File: config.mk
export PLATFORM = sky130hd
export DESIGN_NAME = adc_channel_gain_sequencer
export DESIGN_NICKNAME = d
export VERILOG_FILES = /design/src/common/adc_seq_pkg.sv /design/src/hdl/adc_channel_gain_sequencer.sv
export SDC_FILE = /design/constraint.sdc
export NUM_CORES = 2
export LEC_CHECK = 0
export BUFFER_PORTS_ARGS = -buffer_cell sky130_fd_sc_hd__buf_2
export CORE_UTILIZATION = 23
export DETAILED_ROUTE_END_ITERATION = 7
export PLACE_DENSITY_LB_ADDON = 0.2
export SYNTH_ARGS = -nofsm -noshare
export SYNTH_HDL_FRONTEND = slang
export SYNTH_SLANG_ARGS = --single-unit
File: constraint.sdc
create_clock -name i_mclk -period 5.88 [get_ports i_mclk]
set_clock_uncertainty 0.05 [all_clocks]
set_input_delay 1.176 -clock i_mclk [delete_from_list [all_inputs] [get_ports i_mclk]]
set_output_delay 1.176 -clock i_mclk [all_outputs]
set_load 0.03 [all_outputs]
File: src/common/adc_seq_pkg.sv
// Purpose: Shared constants for the channel-gain sequencer.
// Assumes: 32-bit register port with byte addresses, one word per register.
// Notes:   Gain tables hold the amplifier factor for each two-bit gain code.
package adc_seq_pkg;
    localparam int RESULT_W     = 12;
    localparam int RESULT_CODES = 4096;
    localparam int QUEUE_DEPTH  = 256;
    localparam int CH_W         = 8;
    localparam int GAIN_W       = 2;
    localparam int ENTRY_W      = CH_W + GAIN_W;
    localparam int ONBOARD_SE   = 16;
    localparam int ONBOARD_DIFF = 8;
    localparam int EXP_UNITS    = 16;
    localparam int ADDR_W       = 8;
    localparam int DATA_W       = 32;

    localparam logic [7:0] OFS_CFG    = 8'h00;
    localparam logic [7:0] OFS_QADDR  = 8'h04;
    localparam logic [7:0] OFS_QDATA  = 8'h08;
    localparam logic [7:0] OFS_QLAST  = 8'h0C;
    localparam logic [7:0] OFS_STATUS = 8'h10;
    localparam logic [7:0] OFS_RESULT = 8'h14;

    localparam int CFG_DIFF_BIT    = 0;
    localparam int CFG_UCOM_BIT    = 1;
    localparam int CFG_BIPOLAR_BIT = 2;
    localparam int CFG_RUN_BIT     = 3;
    localparam int CFG_W           = 4;
    localparam int QDATA_CH_LSB    = 0;
    localparam int QDATA_GAIN_LSB  = 8;
    localparam int STATUS_RUN_BIT  = 8;

    localparam logic [3:0]  CFG_RST      = 4'h0;
    localparam logic [7:0]  QADDR_RST    = 8'h00;
    localparam logic [7:0]  QLAST_RST    = 8'h00;
    localparam logic [11:0] BIPOLAR_FLIP = 12'h800;

    localparam logic [7:0] GAIN_HI_0 = 8'h01;
    localparam logic [7:0] GAIN_HI_1 = 8'h05;
    localparam logic [7:0] GAIN_HI_2 = 8'h32;
    localparam logic [7:0] GAIN_HI_3 = 8'hFA;
    localparam logic [7:0] GAIN_LO_0 = 8'h01;
    localparam logic [7:0] GAIN_LO_1 = 8'h02;
    localparam logic [7:0] GAIN_LO_2 = 8'h04;
    localparam logic [7:0] GAIN_LO_3 = 8'h08;
endpackage

File: src/hdl/adc_channel_gain_sequencer.sv
// Purpose: Channel-gain queue and input-mode control for a 12-bit sampling converter.
// Assumes: The converter reports each finished sample with a rising edge on
//          i_conv_done whose data stay stable for at least four clocks afterwards.
// Notes:   Converter data arrive offset binary; bipolar results are recoded here.
// Overview of operation
// RULE_01: Each conversion result is twelve bits wide, 4096 codes over the range.
// RULE_02: All onboard channels share one multiplexer, 16 single-ended or 8 differential.
// RULE_03: A configuration bit selects differential or single-ended onboard inputs.
// RULE_04: Single-ended low side goes to analog ground, or to user common when chosen.
// RULE_05: A configuration bit selects unipolar or bipolar input mode.
// RULE_06: Unipolar results are plain binary, bipolar results are two's complement.
// RULE_07: The queue holds 256 entries, each a channel number and its gain code.
// RULE_08: Entries may be in any order, repeat channels and use any gains.
// RULE_09: In single-ended mode, 16 expansion units give up to 256 channels.
// RULE_10: Four expansion select outputs carry channel bits 4 to 7 of the entry.
// RULE_11: One expansion gain output from the entry selects gain 1 or 50.
// RULE_12: High-gain variant offers gains 1, 5, 50 and 250.
// RULE_13: Low-gain variant offers gains 1, 2, 4 and 8.
// RULE_14: After each conversion advance; after the last entry wrap to the first.
//
// Local design decisions: the plain strobed port and the register addresses.
`timescale 1ns/1ps
module adc_channel_gain_sequencer #(
    parameter int   QDEPTH    = adc_seq_pkg::QUEUE_DEPTH,
    parameter logic HIGH_GAIN = 1'b1
) (
    input  wire logic                                 i_mclk,
    input  wire logic                                 i_rst_n,
    input  wire logic [adc_seq_pkg::ADDR_W-1:0]       i_addr,
    input  wire logic [adc_seq_pkg::DATA_W-1:0]       i_wdata,
    input  wire logic                                 i_wr,
    input  wire logic                                 i_rd,
    output logic      [adc_seq_pkg::DATA_W-1:0]       o_rdata,
    input  wire logic                                 i_conv_done,
    input  wire logic [adc_seq_pkg::RESULT_W-1:0]     i_adc_data,
    output logic      [3:0]                           o_mux_sel,
    output logic      [3:0]                           o_expansion_channel_select,
    output logic                                      o_expansion_gain_select,
    output logic      [adc_seq_pkg::GAIN_W-1:0]       o_gain_code,
    output logic      [7:0]                           o_gain_value,
    output logic                                      o_diff_mode,
    output logic                                      o_analog_ground_ref,
    output logic                                      o_user_common_ref,
    output logic                                      o_bipolar,
    output logic      [adc_seq_pkg::RESULT_W-1:0]     o_result,
    output logic                                      o_result_valid
);
    localparam int IDX_W = $clog2(QDEPTH);

    generate
        if (QDEPTH < 2 || QDEPTH > adc_seq_pkg::QUEUE_DEPTH || (1 << IDX_W) != QDEPTH) begin : g_chk
            $error("QDEPTH must be a power of two between 2 and 256");
        end
    endgenerate

    function automatic logic [7:0] gain_value(input logic [1:0] code, input logic hi);
        logic [7:0] v;
        v = 8'h00;
        unique case (code)
            2'h0: v = hi ? adc_seq_pkg::GAIN_HI_0 : adc_seq_pkg::GAIN_LO_0;
            2'h1: v = hi ? adc_seq_pkg::GAIN_HI_1 : adc_seq_pkg::GAIN_LO_1;
            2'h2: v = hi ? adc_seq_pkg::GAIN_HI_2 : adc_seq_pkg::GAIN_LO_2;
            2'h3: v = hi ? adc_seq_pkg::GAIN_HI_3 : adc_seq_pkg::GAIN_LO_3;
        endcase
        return v;
    endfunction

    logic [adc_seq_pkg::CFG_W-1:0]   cfg_reg;
    logic [IDX_W-1:0]                qaddr_reg;
    logic [IDX_W-1:0]                qlast_reg;
    logic [IDX_W-1:0]                idx_reg;
    logic [adc_seq_pkg::ENTRY_W-1:0] queue_reg [QDEPTH];
    logic [adc_seq_pkg::ENTRY_W-1:0] cur_entry;
    logic [adc_seq_pkg::CH_W-1:0]    cur_ch;
    logic [1:0]                      cur_gain;
    logic                            done_s1_reg;
    logic                            done_s2_reg;
    logic                            done_s3_reg;
    logic                            conv_edge;
    logic                            wr_cfg;
    logic                            wr_qaddr;
    logic                            wr_qdata;
    logic                            wr_qlast;
    logic                            run;
    logic                            diff;
    logic [adc_seq_pkg::DATA_W-1:0]  rdata_next;

    assign wr_cfg    = i_wr && (i_addr == adc_seq_pkg::OFS_CFG);
    assign wr_qaddr  = i_wr && (i_addr == adc_seq_pkg::OFS_QADDR);
    assign wr_qdata  = i_wr && (i_addr == adc_seq_pkg::OFS_QDATA);
    assign wr_qlast  = i_wr && (i_addr == adc_seq_pkg::OFS_QLAST);
    assign run       = cfg_reg[adc_seq_pkg::CFG_RUN_BIT];
    assign diff      = cfg_reg[adc_seq_pkg::CFG_DIFF_BIT];
    assign cur_entry = queue_reg[idx_reg];
    assign cur_ch    = cur_entry[adc_seq_pkg::QDATA_CH_LSB +: adc_seq_pkg::CH_W];
    assign cur_gain  = cur_entry[adc_seq_pkg::QDATA_GAIN_LSB +: adc_seq_pkg::GAIN_W];
    assign conv_edge = done_s2_reg && !done_s3_reg;

    // Configuration word: input type, ground reference, coding and sequencer run.
    always_ff @(posedge i_mclk or negedge i_rst_n) begin
        if (!i_rst_n) begin
            cfg_reg <= adc_seq_pkg::CFG_RST;
        end else if (wr_cfg) begin
            cfg_reg <= i_wdata[adc_seq_pkg::CFG_W-1:0]; // RULE_03 RULE_05
        end
    end

    // Queue pointer for software access; each data write steps it by one.
    always_ff @(posedge i_mclk or negedge i_rst_n) begin
        if (!i_rst_n) begin
            qaddr_reg <= adc_seq_pkg::QADDR_RST[IDX_W-1:0];
            qlast_reg <= adc_seq_pkg::QLAST_RST[IDX_W-1:0];
        end else begin
            if (wr_qaddr) begin
                qaddr_reg <= i_wdata[IDX_W-1:0];
            end else if (wr_qdata) begin
                qaddr_reg <= IDX_W'(qaddr_reg + 1'b1);
            end
            if (wr_qlast) begin
                qlast_reg <= i_wdata[IDX_W-1:0];
            end
        end
    end

    // Queue storage accepts any channel and gain in any order. It clears on reset so that
    // the select and gain outputs are never unknown before software fills the queue.
    always_ff @(posedge i_mclk or negedge i_rst_n) begin
        if (!i_rst_n) begin
            for (int i = 0; i < QDEPTH; i++) begin
                queue_reg[i] <= '0;
            end
        end else if (wr_qdata) begin
            queue_reg[qaddr_reg] <= i_wdata[adc_seq_pkg::ENTRY_W-1:0]; // RULE_07 RULE_08
        end
    end

    // The done line comes from the converter and is synchronised before use.
    always_ff @(posedge i_mclk or negedge i_rst_n) begin
        if (!i_rst_n) begin
            done_s1_reg <= 1'b0;
            done_s2_reg <= 1'b0;
            done_s3_reg <= 1'b0;
        end else begin
            done_s1_reg <= i_conv_done;
            done_s2_reg <= done_s1_reg;
            done_s3_reg <= done_s2_reg;
        end
    end

    // Sequencer position: held at the first entry while stopped.
    always_ff @(posedge i_mclk or negedge i_rst_n) begin
        if (!i_rst_n) begin
            idx_reg <= '0;
        end else if (!run) begin
            idx_reg <= '0;
        end else if (conv_edge) begin
            idx_reg <= (idx_reg == qlast_reg) ? '0 : IDX_W'(idx_reg + 1'b1); // RULE_14
        end
    end

    // Result capture and coding.
    always_ff @(posedge i_mclk or negedge i_rst_n) begin
        if (!i_rst_n) begin
            o_result       <= '0;
            o_result_valid <= 1'b0;
        end else begin
            o_result_valid <= conv_edge;
            if (conv_edge) begin
                o_result <= cfg_reg[adc_seq_pkg::CFG_BIPOLAR_BIT] ?
                            (i_adc_data ^ adc_seq_pkg::BIPOLAR_FLIP) : i_adc_data; // RULE_01 RULE_06
            end
        end
    end

    // Front-end and expansion lines follow the current entry one clock later.
    always_ff @(posedge i_mclk or negedge i_rst_n) begin
        if (!i_rst_n) begin
            o_mux_sel                  <= 4'h0;
            o_expansion_channel_select <= 4'h0;
            o_expansion_gain_select    <= 1'b0;
            o_gain_code                <= 2'h0;
            o_gain_value               <= adc_seq_pkg::GAIN_HI_0;
            o_diff_mode                <= 1'b0;
            o_analog_ground_ref        <= 1'b1;
            o_user_common_ref          <= 1'b0;
            o_bipolar                  <= 1'b0;
        end else begin
            o_mux_sel                  <= diff ? {1'b0, cur_ch[2:0]} : cur_ch[3:0]; // RULE_02
            o_expansion_channel_select <= diff ? 4'h0 : cur_ch[7:4]; // RULE_09 RULE_10
            o_expansion_gain_select    <= cur_gain[1]; // RULE_11
            o_gain_code                <= cur_gain;
            o_gain_value               <= gain_value(cur_gain, HIGH_GAIN); // RULE_12 RULE_13
            o_diff_mode                <= diff;
            o_analog_ground_ref        <= !diff && !cfg_reg[adc_seq_pkg::CFG_UCOM_BIT]; // RULE_04
            o_user_common_ref          <= !diff && cfg_reg[adc_seq_pkg::CFG_UCOM_BIT]; // RULE_04
            o_bipolar                  <= cfg_reg[adc_seq_pkg::CFG_BIPOLAR_BIT];
        end
    end

    // Read data stand for exactly one cycle after the strobe; unmapped reads return zero.
    always_comb begin
        rdata_next = '0;
        unique case (i_addr)
            adc_seq_pkg::OFS_CFG:    rdata_next[adc_seq_pkg::CFG_W-1:0] = cfg_reg;
            adc_seq_pkg::OFS_QADDR:  rdata_next[IDX_W-1:0] = qaddr_reg;
            adc_seq_pkg::OFS_QDATA:  rdata_next[adc_seq_pkg::ENTRY_W-1:0] = queue_reg[qaddr_reg];
            adc_seq_pkg::OFS_QLAST:  rdata_next[IDX_W-1:0] = qlast_reg;
            adc_seq_pkg::OFS_STATUS: begin
                rdata_next[IDX_W-1:0] = idx_reg;
                rdata_next[adc_seq_pkg::STATUS_RUN_BIT] = run;
            end
            adc_seq_pkg::OFS_RESULT: rdata_next[adc_seq_pkg::RESULT_W-1:0] = o_result;
            default:                 rdata_next = '0;
        endcase
    end

    always_ff @(posedge i_mclk or negedge i_rst_n) begin
        if (!i_rst_n) begin
            o_rdata <= '0;
        end else begin
            o_rdata <= i_rd ? rdata_next : '0;
        end
    end
endmodule

==> results.md <==
* Initial Util at 23.1%
* CP Data Arrival Time at 6170 ps
* Die height at 784 um
* Multiplexer share of the synthesized area at 43.3%
* Initial antenna violation count at 76
* Total number of vias at 95100
* Slew Limit Fails at 4
* Largest net degree at the start of global routing at 162
* Final worst-path cycle share at 90.7%
* 1st-iter DRT viols at 9300
* Hold Path Class: in2async
* Max Clock Freq at 0.188 GHz
* Largest family of logic cells by synthesized area: multiplexers
* Root Buffer: clkbuf_16
* Synthesized instance count at 9423
* Total global-route track usage at 19.9%
* First-pass GRT wire length at 857000 um
* RSZ-0062 raised after global routing: no
* Core area at 610000 sq um
* Largest stage delay on the critical path at 1120 ps
* Pleak at 72.9 nW
* Hold Buf Count CTS at 0
* Required time worst endpoint at 6720 ps
* Worst path cell trace: buf_4 -> mux4_2 -> mux4_2 -> a22oi_1 -> nor2_1 -> nor4_1 -> buf_4 -> nand3_1 -> and2_1
* Clock buffer depth at 4
* Synthesized flop and latch total at 2633
* Post-Syn Area at 141000 sq um
* TritonRoute pass-1 iters at 8
* Synth Warn # at 0
* Fin. Hold Viols at 0
* Post-Synth Adder-Cell Area at 0.0444%
* Max IR drop VDD at 0.219 mV
* Vias per cell at 5.29
* CTS tree: built
* IO Port Bufs at 82
* CTS clk-pin slew, worst paths at 60 ps
* Total chip power at 43.2 mW
* Post-route DRC at 3
* Layout area overhead at 16.9%
* Power Density at 262 nW/um^2
* Compound-Gate Fraction of Synth Area at 3.78%
* Number of global-route vias before repair at 98600
* H-tree Lvls at 5
* Simple-gate share of the synthesized area at 3.23%
* Register area share after synthesis at 46.8%
* Library cells used by synthesis at 81
* Worst setup path class: reg2reg
* Async SR Flop Fraction at 100%
* Most used DFF post-synth: dfrtp_1
* Final WL at 626000 um
* Synth Area in XOR/XNOR at 0.0622%
* Status: finished with violations
* Syn Area/Cell at 14.9 sq um
* Clock Latency Late Sink at 1020 ps
* # IOs at 125
* Tmin final at 5330 ps
* Sum Neg Setup Slack at 0 ps
* Worst-Margin Slew at 1560 ps
* Fin nets at 9634
* Die width at 784 um
* Num rows at 287
* Slowest CP cell: dfrtp_4
* Post-CTS sizing at 0
* Dominant cells by area after synthesis: dfrtp_1, mux2_2, mux4_2
* Final setup viols at 0
* Synth area leader: dfrtp_1
* Hpwl dp at 418000 um
* Crit. End Element: register
* Top-count cell post-synth: dfrtp_1
* Final hold slack at 71.3 ps
* Postcts setup bufs at 0
* Fill cells at 61700
* Post-synth EDFFs at 0
* Largest register FFs at 2560
* WL per Instance at 34.8 um
* Max_slew headroom at -5.03%
* Maxcap violations at 3
* Top-area cell type share of the netlist area at 46.8%
* Commonest cells in the netlist: dfrtp_1, mux2_2, mux4_2, clkbuf_1, mux2i_1
* Die area at 615000 sq um
* CTS Buf Count at 335
* # clock sinks at 2633
* GRT Residual Overflow at 0
* Failing checks: design-rule violations, max-capacitance violations, max-slew violations
* Antenna Nets Post-Route at 0
* Routability congestion estimate at 0.875
* Startpoint types: register
* Share of cells above drive strength 1 at 52.4%
* Worst-path maximum fanout at 32
## cells in the final DEF, fill, tap and decap left out, drive strengths merged, types with 13 or more instances in the layout
cell type  instances
a22o              14
diode             47
and3              19
o21ai             65
o22ai            100
nand2b            14
and2              34
clkbuf           514
a221oi            17
nor2             152
mux2            2593
a21oi            142
nor2b             23
clkinv            65
nor3              61
conb              20
a22oi            144
a211oi            21
o31ai             13
buf              646
inv               21
nand4             28
mux4            1215
bufinv            16
a31oi             31
o221ai           112
nor4              18
mux2i            445
nand2            458
nand3             52
dfrtp           2631
## kinds of logic (layout without fill, tap and decap cells)
group,Yosys count,in the layout
compound gates,757,757
simple gates,894,894
flops,2633,2633
other cells,1,67
mux,4253,4253
xor+xnor,10,10
fa+ha+maj,5,5
buf+inv,870,1266
## per-stage QoR
| stage | utilization [%] | setup slack, ps | cell area [sq um] | cells |
|---|---|---|---|---|
| 5_1_grt | 26.9 | 497 | 164000 | 18000 |
| 6_report | 27.0 | 549 | 165000 | 18000 |
| 3_5_place_dp | 25.1 | 576 | 153000 | 17300 |
| 2_1_floorplan | - | 2080 | 141000 | 9442 |
| 3_3_place_gp | 25.1 | 587 | 153000 | 17300 |
| 4_1_cts | 26.9 | 629 | 164000 | 17900 |
## cell type report
| class | instances | area, sq um | area share, % |
|---|---|---|---|
| Antenna cell | 47 | 118 | 0.0715 |
| Clock buffer | 513 | 10000 | 6.09 |
| Clock inverter | 90 | 1240 | 0.751 |
| Inverter | 16 | 81.3 | 0.0494 |
| Multi-Input combinational cell | 5939 | 71300 | 43.3 |
| Sequential cell | 2633 | 65900 | 40.1 |
| Tap cell | 8092 | 10100 | 6.15 |
| Timing Repair Buffer | 647 | 5700 | 3.47 |
## worst max-delay path, delay by kind of cell, from the launching register on
kind / cells / cell delay [ps]
buffers and inverters: 2 / 870
muxes: 2 / 970
and+or+nand+nor: 4 / 1690
DFF: 1 / 1120
AOI/OAI and AO/OA: 1 / 420
## power breakdown
group / internal [mW] / switching (mW)
Clock: 12.5 / 8.80
Sequential: 18.2 / 0.165
Combinational: 0.947 / 2.64
Total: 31.6 / 11.6
## path summary, 6_finish.rpt
| check | start | to | slack [ps] | cells after the start |
|---|---|---|---|---|
| min in group i_mclk | i_adc_data[5] | o_result[5] | 290 | 3 |
| hold / removal | i_rst_n | queue_reg[2251] | 70 | 1 |
| setup / recovery | idx_reg[1] | o_gain_value[2] | 550 | 9 |
| setup reg to reg | idx_reg[1] | o_gain_value[2] | 550 | 9 |
| max in group asynchronous | i_rst_n | queue_reg[422] | 3870 | 3 |
| hold reg to reg | done_s1_reg | done_s2_reg | 310 | 0 |
## per-layer routing
metal / vias to the layer above / global-route usage [%] / routed length [um]
li1: 37100 / - / -
met1: 52800 / 26.5 / 264000
met2: 4045 / 30.8 / 282000
met3: 1093 / 4.64 / 47300
met4: 44 / 8.53 / 31600
met5: - / 0 / 386
Power figures use the tool's default switching activity.
